File: src/core/bsc_pkg.sv
package bsc_pkg;

   // ==========================================================
   // Chain geometry
   localparam int CHAIN_LEN = 205;
   localparam int CNT_W = 8;
   localparam logic [CNT_W-1:0] LAST_BIT = 8'hcc;
   localparam int WORDS = 7;

   // ==========================================================
   // Cell positions
   localparam int POS_COMP = 200;
   localparam int POS_HSM = 196;
   localparam int POS_CONVERTER_ENABLE_CELL = 194;
   localparam int POS_DAC_LO = 183;
   localparam int DAC_W = 10;
   localparam int POS_HOLD = 178;
   localparam int POS_MUX_LO = 169;
   localparam int MUX_W = 8;
   localparam int POS_PASSEN = 165;
   localparam int POS_COMPARATOR_PRECHARGE_N = 164;
   localparam int POS_PEN = 160;
   localparam int PORT_CELLS = 160;
   localparam int PORTA_DATA0 = 14;
   localparam int CELLS_PER_PIN = 3;
   localparam int OFS_DRIVE = 1;
   localparam int OFS_PULLUP = 2;
   localparam int ANALOG_PIN = 3;

   // ==========================================================
   // Converter values
   localparam logic [DAC_W-1:0] DAC_MID = 10'h200;
   localparam logic [MUX_W-1:0] MUX_IDLE = 8'h01;
   localparam int DUMMY_COMPARES = 10;
   localparam int COMPARE_CYC = 4;
   localparam int DUMMY_CYC = DUMMY_COMPARES * COMPARE_CYC;
   localparam int DUMMY_W = 6;

   // ==========================================================
   // Timing
   localparam int CLK_NS = 5;
   localparam int SETTLE_NS = 200;
   localparam int SETTLE_CYC = (SETTLE_NS + CLK_NS - 1) / CLK_NS;
   localparam int SETTLE_W = 6;
   localparam int TCK_HALF = 8;
   localparam int DIV_W = 4;
   localparam logic [DIV_W-1:0] DIV_LAST = DIV_W'(TCK_HALF - 1);

   // ==========================================================
   // Tester registers
   localparam logic [7:0] REG_CTRL = 8'h00;
   localparam logic [7:0] REG_STATUS = 8'h04;
   localparam logic [7:0] REG_TX0 = 8'h10;
   localparam logic [7:0] REG_RX0 = 8'h30;
   localparam int CTRL_START = 0;
   localparam int CTRL_EXTEST = 1;
   localparam int STAT_BUSY = 0;
   localparam int STAT_REFUSED = 1;
   localparam int STAT_SETTLING = 2;

   // Position of a port A cell; port A runs in ascending pin order.
   function automatic int porta_pos(input int pin, input int ofs);
      return PORTA_DATA0 + CELLS_PER_PIN * pin - ofs;
   endfunction

   // Idle chain: converter cells at their quiet values.
   function automatic logic [CHAIN_LEN-1:0] chain_idle();
      logic [CHAIN_LEN-1:0] v;
      v = '0;
      v[POS_HOLD] = 1'b1;
      v[POS_COMPARATOR_PRECHARGE_N] = 1'b1;
      v[POS_PASSEN] = 1'b1;
      v[POS_MUX_LO +: MUX_W] = MUX_IDLE;
      return v;
   endfunction

   typedef enum logic [3:0] {
      BSC_IDLE = 4'b0001,
      BSC_CAPTURE = 4'b0010,
      BSC_SHIFT = 4'b0100,
      BSC_UPDATE = 4'b1000
   } bsc_state_t;

endpackage

File: src/core/bsc_link_if.sv
`timescale 1ns/1ps
interface bsc_link_if;
   logic tck;
   logic tdi;
   logic tdo;
   logic capture;
   logic shift;
   logic update;
   logic extest;

   modport device (input tck, input tdi, input capture, input shift, input update,
      input extest, output tdo);
   modport tester (output tck, output tdi, output capture, output shift, output update,
      output extest, input tdo);
endinterface

File: src/core/bsc_tester.sv
`timescale 1ns/1ps
module bsc_tester
   import bsc_pkg::*;
(
   // System
   input wire logic clk_sys,
   input wire logic sys_rst,
   // APB
   input wire logic psel,
   input wire logic penable,
   input wire logic pwrite,
   input wire logic [7:0] paddr,
   input wire logic [31:0] pwdata,
   output logic [31:0] prdata,
   output logic pready,
   output logic pslverr,
   // Link
   bsc_link_if.tester link
);
   import bsc_pkg::*;

   // ==========================================================
   // Register decode
   logic [31:0] tx_word [WORDS];
   logic [31:0] rx_word [WORDS];
   logic extest_mode, refused;
   bsc_state_t state;
   logic [SETTLE_W-1:0] settle_cnt;
   // True for an aligned word inside a block of WORDS registers that starts at base.
   function automatic logic in_block(input logic [7:0] a, input logic [7:0] base);
      logic [7:0] ofs;
      ofs = a - base;
      return a >= base && ofs < 8'(4 * WORDS) && a[1:0] == 2'b00;
   endfunction

   wire wr = psel & penable & pwrite;
   wire [7:0] tx_ofs = paddr - REG_TX0;
   wire [7:0] rx_ofs = paddr - REG_RX0;
   wire [2:0] tx_idx = tx_ofs[4:2];
   wire [2:0] rx_idx = rx_ofs[4:2];
   wire is_ctrl = paddr == REG_CTRL;
   wire is_stat = paddr == REG_STATUS;
   wire is_tx = in_block(paddr, REG_TX0);
   wire is_rx = in_block(paddr, REG_RX0);
   wire mapped = is_ctrl | is_stat | is_tx | is_rx;
   wire busy = state != BSC_IDLE || settle_cnt != '0;
   wire [31:0] stat_val = {29'h0, settle_cnt != '0, refused, busy};
   wire [31:0] ctrl_val = {30'h0, extest_mode, 1'b0};
   assign pready = 1'b1;
   assign pslverr = psel & penable & ~mapped;
   assign prdata = is_ctrl ? ctrl_val
                 : is_stat ? stat_val
                 : is_tx ? tx_word[tx_idx]
                 : is_rx ? rx_word[rx_idx]
                 : 32'h0;

   // ==========================================================
   // Row checks before a start
   logic [WORDS*32-1:0] tx_flat;
   always_comb
   begin
      for (int i = 0; i < WORDS; i++)
         tx_flat[i*32 +: 32] = tx_word[i];
   end
   wire [CHAIN_LEN-1:0] row = tx_flat[CHAIN_LEN-1:0];
   wire sampling = ~row[POS_HOLD];
   wire bad_ref = sampling && row[POS_DAC_LO +: DAC_W] != DAC_MID;
   wire chan_on = row[POS_MUX_LO + ANALOG_PIN];
   wire pin_drv = row[porta_pos(ANALOG_PIN, OFS_DRIVE)] | row[porta_pos(ANALOG_PIN, OFS_PULLUP)];
   wire bad_pin = chan_on & pin_drv;
   wire start_req = wr & is_ctrl & pwdata[CTRL_START];
   wire start_ok = start_req & ~busy & ~bad_ref & ~bad_pin;
   wire start_bad = start_req & ~busy & (bad_ref | bad_pin);

   // ==========================================================
   // Registers
   wire [WORDS*32-1:0] idle_flat = {{(WORDS*32-CHAIN_LEN){1'b0}}, chain_idle()};
   always_ff @(posedge clk_sys)
   begin
      if (sys_rst)
      begin
         for (int i = 0; i < WORDS; i++)
            tx_word[i] <= idle_flat[i*32 +: 32];
         extest_mode <= 1'b0;
         refused <= 1'b0;
      end
      else
      begin
         if (wr & is_tx & ~busy)
            tx_word[tx_idx] <= pwdata;
         if (wr & is_ctrl & ~busy)
            extest_mode <= pwdata[CTRL_EXTEST];
         if (start_bad)
            refused <= 1'b1;
         else if (start_ok)
            refused <= 1'b0;
      end
   end

   // ==========================================================
   // Link sequencer: capture, 205 shifts, update
   logic [DIV_W-1:0] div;
   logic [CHAIN_LEN-1:0] tx_sr, rx_sr;
   logic [CNT_W-1:0] bit_cnt;
   logic [1:0] tdo_s;
   logic en_prev;
   wire tick = div == DIV_LAST;
   always_ff @(posedge clk_sys)
      tdo_s <= {tdo_s[0], link.tdo};

   always_ff @(posedge clk_sys)
   begin
      if (sys_rst)
      begin
         state <= BSC_IDLE;
         div <= '0;
         link.tck <= 1'b0;
         link.tdi <= 1'b0;
         link.capture <= 1'b0;
         link.shift <= 1'b0;
         link.update <= 1'b0;
         tx_sr <= '0;
         rx_sr <= '0;
         bit_cnt <= '0;
      end
      else
      begin
         div <= (state == BSC_IDLE || tick) ? '0 : div + 1'b1;
         case (state)
            BSC_IDLE:
            begin
               if (start_ok)
               begin
                  tx_sr <= row;
                  link.capture <= 1'b1;
                  state <= BSC_CAPTURE;
               end
            end
            default:
            begin
               if (tick && !link.tck)
               begin
                  link.tck <= 1'b1;
                  if (state == BSC_SHIFT)
                     rx_sr <= {tdo_s[1], rx_sr[CHAIN_LEN-1:1]};
               end
               else if (tick)
               begin
                  link.tck <= 1'b0;
                  if (state == BSC_CAPTURE)
                  begin
                     link.capture <= 1'b0;
                     link.shift <= 1'b1;
                     link.tdi <= tx_sr[0];
                     tx_sr <= tx_sr >> 1;
                     bit_cnt <= '0;
                     state <= BSC_SHIFT;
                  end
                  else if (state == BSC_SHIFT && bit_cnt == LAST_BIT)
                  begin
                     link.shift <= 1'b0;
                     link.update <= 1'b1;
                     state <= BSC_UPDATE;
                  end
                  else if (state == BSC_SHIFT)
                  begin
                     link.tdi <= tx_sr[0];
                     tx_sr <= tx_sr >> 1;
                     bit_cnt <= bit_cnt + 1'b1;
                  end
                  else
                  begin
                     link.update <= 1'b0;
                     state <= BSC_IDLE;
                  end
               end
            end
         endcase
      end
   end
   assign link.extest = extest_mode;

   // ==========================================================
   // Captured row and converter settling guard
   always_ff @(posedge clk_sys)
   begin
      if (sys_rst)
      begin
         for (int i = 0; i < WORDS; i++)
            rx_word[i] <= '0;
         settle_cnt <= '0;
         en_prev <= 1'b0;
      end
      else if (state == BSC_UPDATE && tick && link.tck)
      begin
         for (int i = 0; i < WORDS; i++)
            rx_word[i] <= 32'({{(WORDS*32-CHAIN_LEN){1'b0}}, rx_sr} >> (i*32));
         en_prev <= row[POS_CONVERTER_ENABLE_CELL] & extest_mode;
         if (row[POS_CONVERTER_ENABLE_CELL] & extest_mode & ~en_prev)
            settle_cnt <= SETTLE_W'(SETTLE_CYC);
      end
      else if (settle_cnt != '0)
         settle_cnt <= settle_cnt - 1'b1;
   end

endmodule

File: src/flat_wrapper.sv
// flat-port wrapper written by rule: the top's interface ports become plain ports
module bsc_tester_flat import bsc_pkg::*;
  (clk_sys, sys_rst, psel, penable, pwrite, paddr, pwdata, prdata, pready, pslverr, link_tck, link_tdi, link_capture, link_shift, link_update, link_extest, link_tdo);
  bsc_link_if link_i ();
  input wire logic clk_sys;
  input wire logic sys_rst;
  input wire logic psel;
  input wire logic penable;
  input wire logic pwrite;
  input wire logic [7:0] paddr;
  input wire logic [31:0] pwdata;
  output logic [31:0] prdata;
  output logic pready;
  output logic pslverr;
  output wire logic [$bits(link_i.tck)-1:0] link_tck;
  output wire logic [$bits(link_i.tdi)-1:0] link_tdi;
  output wire logic [$bits(link_i.capture)-1:0] link_capture;
  output wire logic [$bits(link_i.shift)-1:0] link_shift;
  output wire logic [$bits(link_i.update)-1:0] link_update;
  output wire logic [$bits(link_i.extest)-1:0] link_extest;
  input wire logic [$bits(link_i.tdo)-1:0] link_tdo;
  assign link_tck = link_i.tck;
  assign link_tdi = link_i.tdi;
  assign link_capture = link_i.capture;
  assign link_shift = link_i.shift;
  assign link_update = link_i.update;
  assign link_extest = link_i.extest;
  assign link_i.tdo = link_tdo;
  bsc_tester u_core (.clk_sys(clk_sys), .sys_rst(sys_rst), .psel(psel), .penable(penable), .pwrite(pwrite), .paddr(paddr), .pwdata(pwdata), .prdata(prdata), .pready(pready), .pslverr(pslverr), .link(link_i));
endmodule
File: config.mk
export PLATFORM = sky130hd
export DESIGN_NAME = bsc_tester_flat
export DESIGN_NICKNAME = d
export VERILOG_FILES = /design/src/core/bsc_pkg.sv /design/src/core/bsc_link_if.sv /design/src/core/bsc_tester.sv /design/src/flat_wrapper.sv
export SDC_FILE = /design/constraint.sdc
export NUM_CORES = 2
export LEC_CHECK = 0
export BUFFER_PORTS_ARGS = -buffer_cell sky130_fd_sc_hd__buf_2
export CAP_MARGIN = 30
export CORE_MARGIN = 2
export CORE_UTILIZATION = 30
export CTS_CLUSTER_DIAMETER = 40
export CTS_CLUSTER_SIZE = 24
export DETAILED_ROUTE_END_ITERATION = 16
export PLACE_DENSITY = 0.4
export SYNTH_ARGS = -nofsm -noshare
export SYNTH_HDL_FRONTEND = slang
export SYNTH_SLANG_ARGS = --single-unit
File: constraint.sdc
create_clock -name clk_sys -period 9.6 [get_ports clk_sys]
set_input_delay 1.92 -clock clk_sys [delete_from_list [all_inputs] [get_ports clk_sys]]
set_output_delay 1.92 -clock clk_sys [all_outputs]
set_load 0.05 [all_outputs]
==> reports/qor.csv <==
metric,value,unit
Longest Clk Path Bufs,3,
global-route wire length before repair,178100,um
grt ovf,0,
H-tree Lvls,4,
"most common cell after layout, fill and taps aside",nand2_1,
Post-CTS Setup Inserts,0,
hold endpoint,u_core.tdo_s[1],
cts bufs inserted,153,
Yosys reg bits,903,
WL per Instance,22.69,um
Num Clock Sinks,903,
count of cell types in the netlist,59,
Clock transition at path regs,0.05,ns
Simple-Gate Fraction of Synth Area,15.69,%
hold wc startpoint,u_core.tdo_s[0],
DRC viols,0,
most frequent cells in the layout,"478 x nand2_1, 474 x dfxtp_1, 429 x edfxtp_1",
Critical R2R Launch,u_core.state[3],
post-route antenna net violation count,0,
core footprint,127500,sq um
hold_buf cts,0,
IO Count,86,
Port-buffer cells,84,
vias in the first global route,27700,
hold path depth,0,
register area share after synthesis,58.12,%
drt first pass iters,5,
count of warnings emitted by yosys,0,
Reg2Reg Depth,7,
setup TNS,0,ns
clk_lat worst skew,0.76,ns
Critical Path Fanout Max,22,
total power draw,10.16,mW
post-CTS sizing,0,
"EDFF count, synth",429,
gr usage total,17.78,%
Final Hold Viols,0,
largest net degree at the start of global routing,205,
initial antenna violation count,12,
synthesized instance count,3396,
root buffer cell,clkbuf_16,
clk_skew,0.02575,ns
Initial Util,30.19,%
Max Slew Vio Count,0,
routed vias,26880,
FF-to-FF End,u_core.tx_sr[181],
detailed-route vias per instance,5.197,
Mapped Avg Cell Area,11.33,sq um
die height,362.2,um
Most used DFF post-synth,dfxtp_1,
Fmax,131.0,MHz
Leakage Power,17.60,nW
Max Cap Viol,0,
"FFs w/ async S/R, synth",0,%
Hold Path Class,reg -> reg,
XOR/XNOR share of the synthesized area,0.2275,%
mux share of post-synthesis cell area,12.94,%
Tightest Pin Transition,1.266,ns
Final #Nets,3433,
fin util,35.87,%
outcome,finished clean,
Startpoint Class,primary input,
Synth Area in Adders,0.2600,%
GP Congestion,0.7420,
"Net Count, Synth",3450,
final wirelength,117300,um
DR iter-0 viols,1632,
main combinational cell family by area after synthesis,simple AND/OR/NAND/NOR gates,
setup violators final,0,
layout cells sized above 1,15.45,%
final period utilization,79.53,%
RSZ-0062 raised after global routing,no,
num rows,131,
chip width,362.2,um
"Area growth, synth to finish",18.84,%
Worst EP required,7.68,ns
min cycle time layout,7.635,ns
Slew HR,15.62,%
hpwl dp,66690,um
peak supply drop,0.1626,mV
power per cell area,222.1,nW/um^2
crit end category,primary output,
Crit Path Class,in -> out,
post-synthesis compound-gate area fraction,9.404,%
mapped cell area,38490,sq um
WHS,0.3250,ns
Reg2Reg Setup Slack,5.71,ns
Worst EP arrival,5.72,ns
die area,131200,sq um
CTS tree,built,
-- Yosys cell counts (60+ instances only) --
library cell,count,share of area [%]
a211oi_1,205,4.0
nor2_1,60,0.59
mux4_2,93,5.4
and3_1,195,3.2
and2_1,188,3.1
buf_2,77,1.0
nor3_1,217,2.8
mux2i_1,267,6.9
edfxtp_1,429,33
dfxtp_1,474,25
nand2_1,479,4.7
clkbuf_1,210,2.0
a21oi_1,242,3.1
-- critical path: stages --
cell and delay [ns]:
buf_2 0.52, clkinv_2 0.72, ha_1 0.47, xnor2_1 0.16, and4_1 0.27, nand2_1 0.39
buf_4 0.40, o22a_1 0.20, nor2_1 0.29, buf_2 0.33
-- sequential cells by signal (all words and copies together) (netlist names) --
| name | count |
|---|---|
| u_core.link.capture | 1 |
| u_core.link.tck | 1 |
| u_core.link.extest | 1 |
| u_core.div | 4 |
| u_core.tdo_s | 2 |
| u_core.refused | 1 |
| u_core.tx_sr | 205 |
| u_core.bit_cnt | 8 |
| u_core.link.update | 1 |
| u_core.en_prev | 1 |
| u_core.state | 4 |
| u_core.tx_word | 256 |
| u_core.link.tdi | 1 |
| u_core.link.shift | 1 |
| u_core.rx_word | 205 |
| u_core.rx_sr | 205 |
| u_core.settle_cnt | 6 |
-- final cells by class --
type | count | area, sq um
multi-input combinational | 2177 | 15000
timing repair buffer | 136 | 983.4
clock inverter | 93 | 1054
inverter | 8 | 33.78
clock buffer | 190 | 4214
sequential | 903 | 22370
antenna | 2 | 5.005
tap | 1662 | 2079
fill | 12540 | 81780
-- cell families (layout without fill, tap and decap cells) --
| kind of cell | after synthesis | count (layout) |
|---|---|---|
| simple gates | 1216 | 1216 |
| mux | 379 | 379 |
| other cells | 1 | 3 |
| compound gates | 563 | 563 |
| xor+xnor | 10 | 10 |
| flops | 903 | 903 |
| fa+ha+maj | 8 | 8 |
| buf+inv | 316 | 427 |
-- worst max path at each step --
stage / start / to / slack (ns) / cells past startpoint
after floorplan: sys_rst / u_core.rx_word[0][0] / 2.07 / 4
after global placement: paddr[4] / pslverr / 1.87 / 9
after detailed placement: paddr[4] / pslverr / 1.83 / 9
after CTS: paddr[4] / pslverr / 1.82 / 9
after global routing: paddr[4] / pslverr / 1.57 / 9
final: paddr[4] / prdata[30] / 1.96 / 10
-- metrics by stage --
stage / instances / setup slack [ns] / cell area, sq um
6_report: 5171 / 1.965 / 45740
5_1_grt: 5171 / 1.568 / 45740
4_1_cts: 5169 / 1.822 / 45740
3_5_place_dp: 4886 / 1.831 / 40470
3_3_place_gp: 4882 / 1.873 / 40370
2_1_floorplan: 3396 / 2.068 / 38490
-- power breakdown --
| group | switching, mW | internal (mW) | total (mW) |
|---|---|---|---|
| Sequential | 0.0396 | 4.11 | 4.15 |
| Clock | 2.00 | 3.57 | 5.57 |
| Combinational | 0.296 | 0.140 | 0.436 |
| Total | 2.34 | 7.82 | 10.2 |
-- metal layers --
metal	part of all wire (%)	up-vias	global-route usage [%]
met2	47	505	28.68
met5	0.053	-	0
met3	4.3	187	3.533
met4	2.3	10	5.606
li1	-	12480	-
met1	47	13700	23.95
Power figures use the tool's default switching activity.
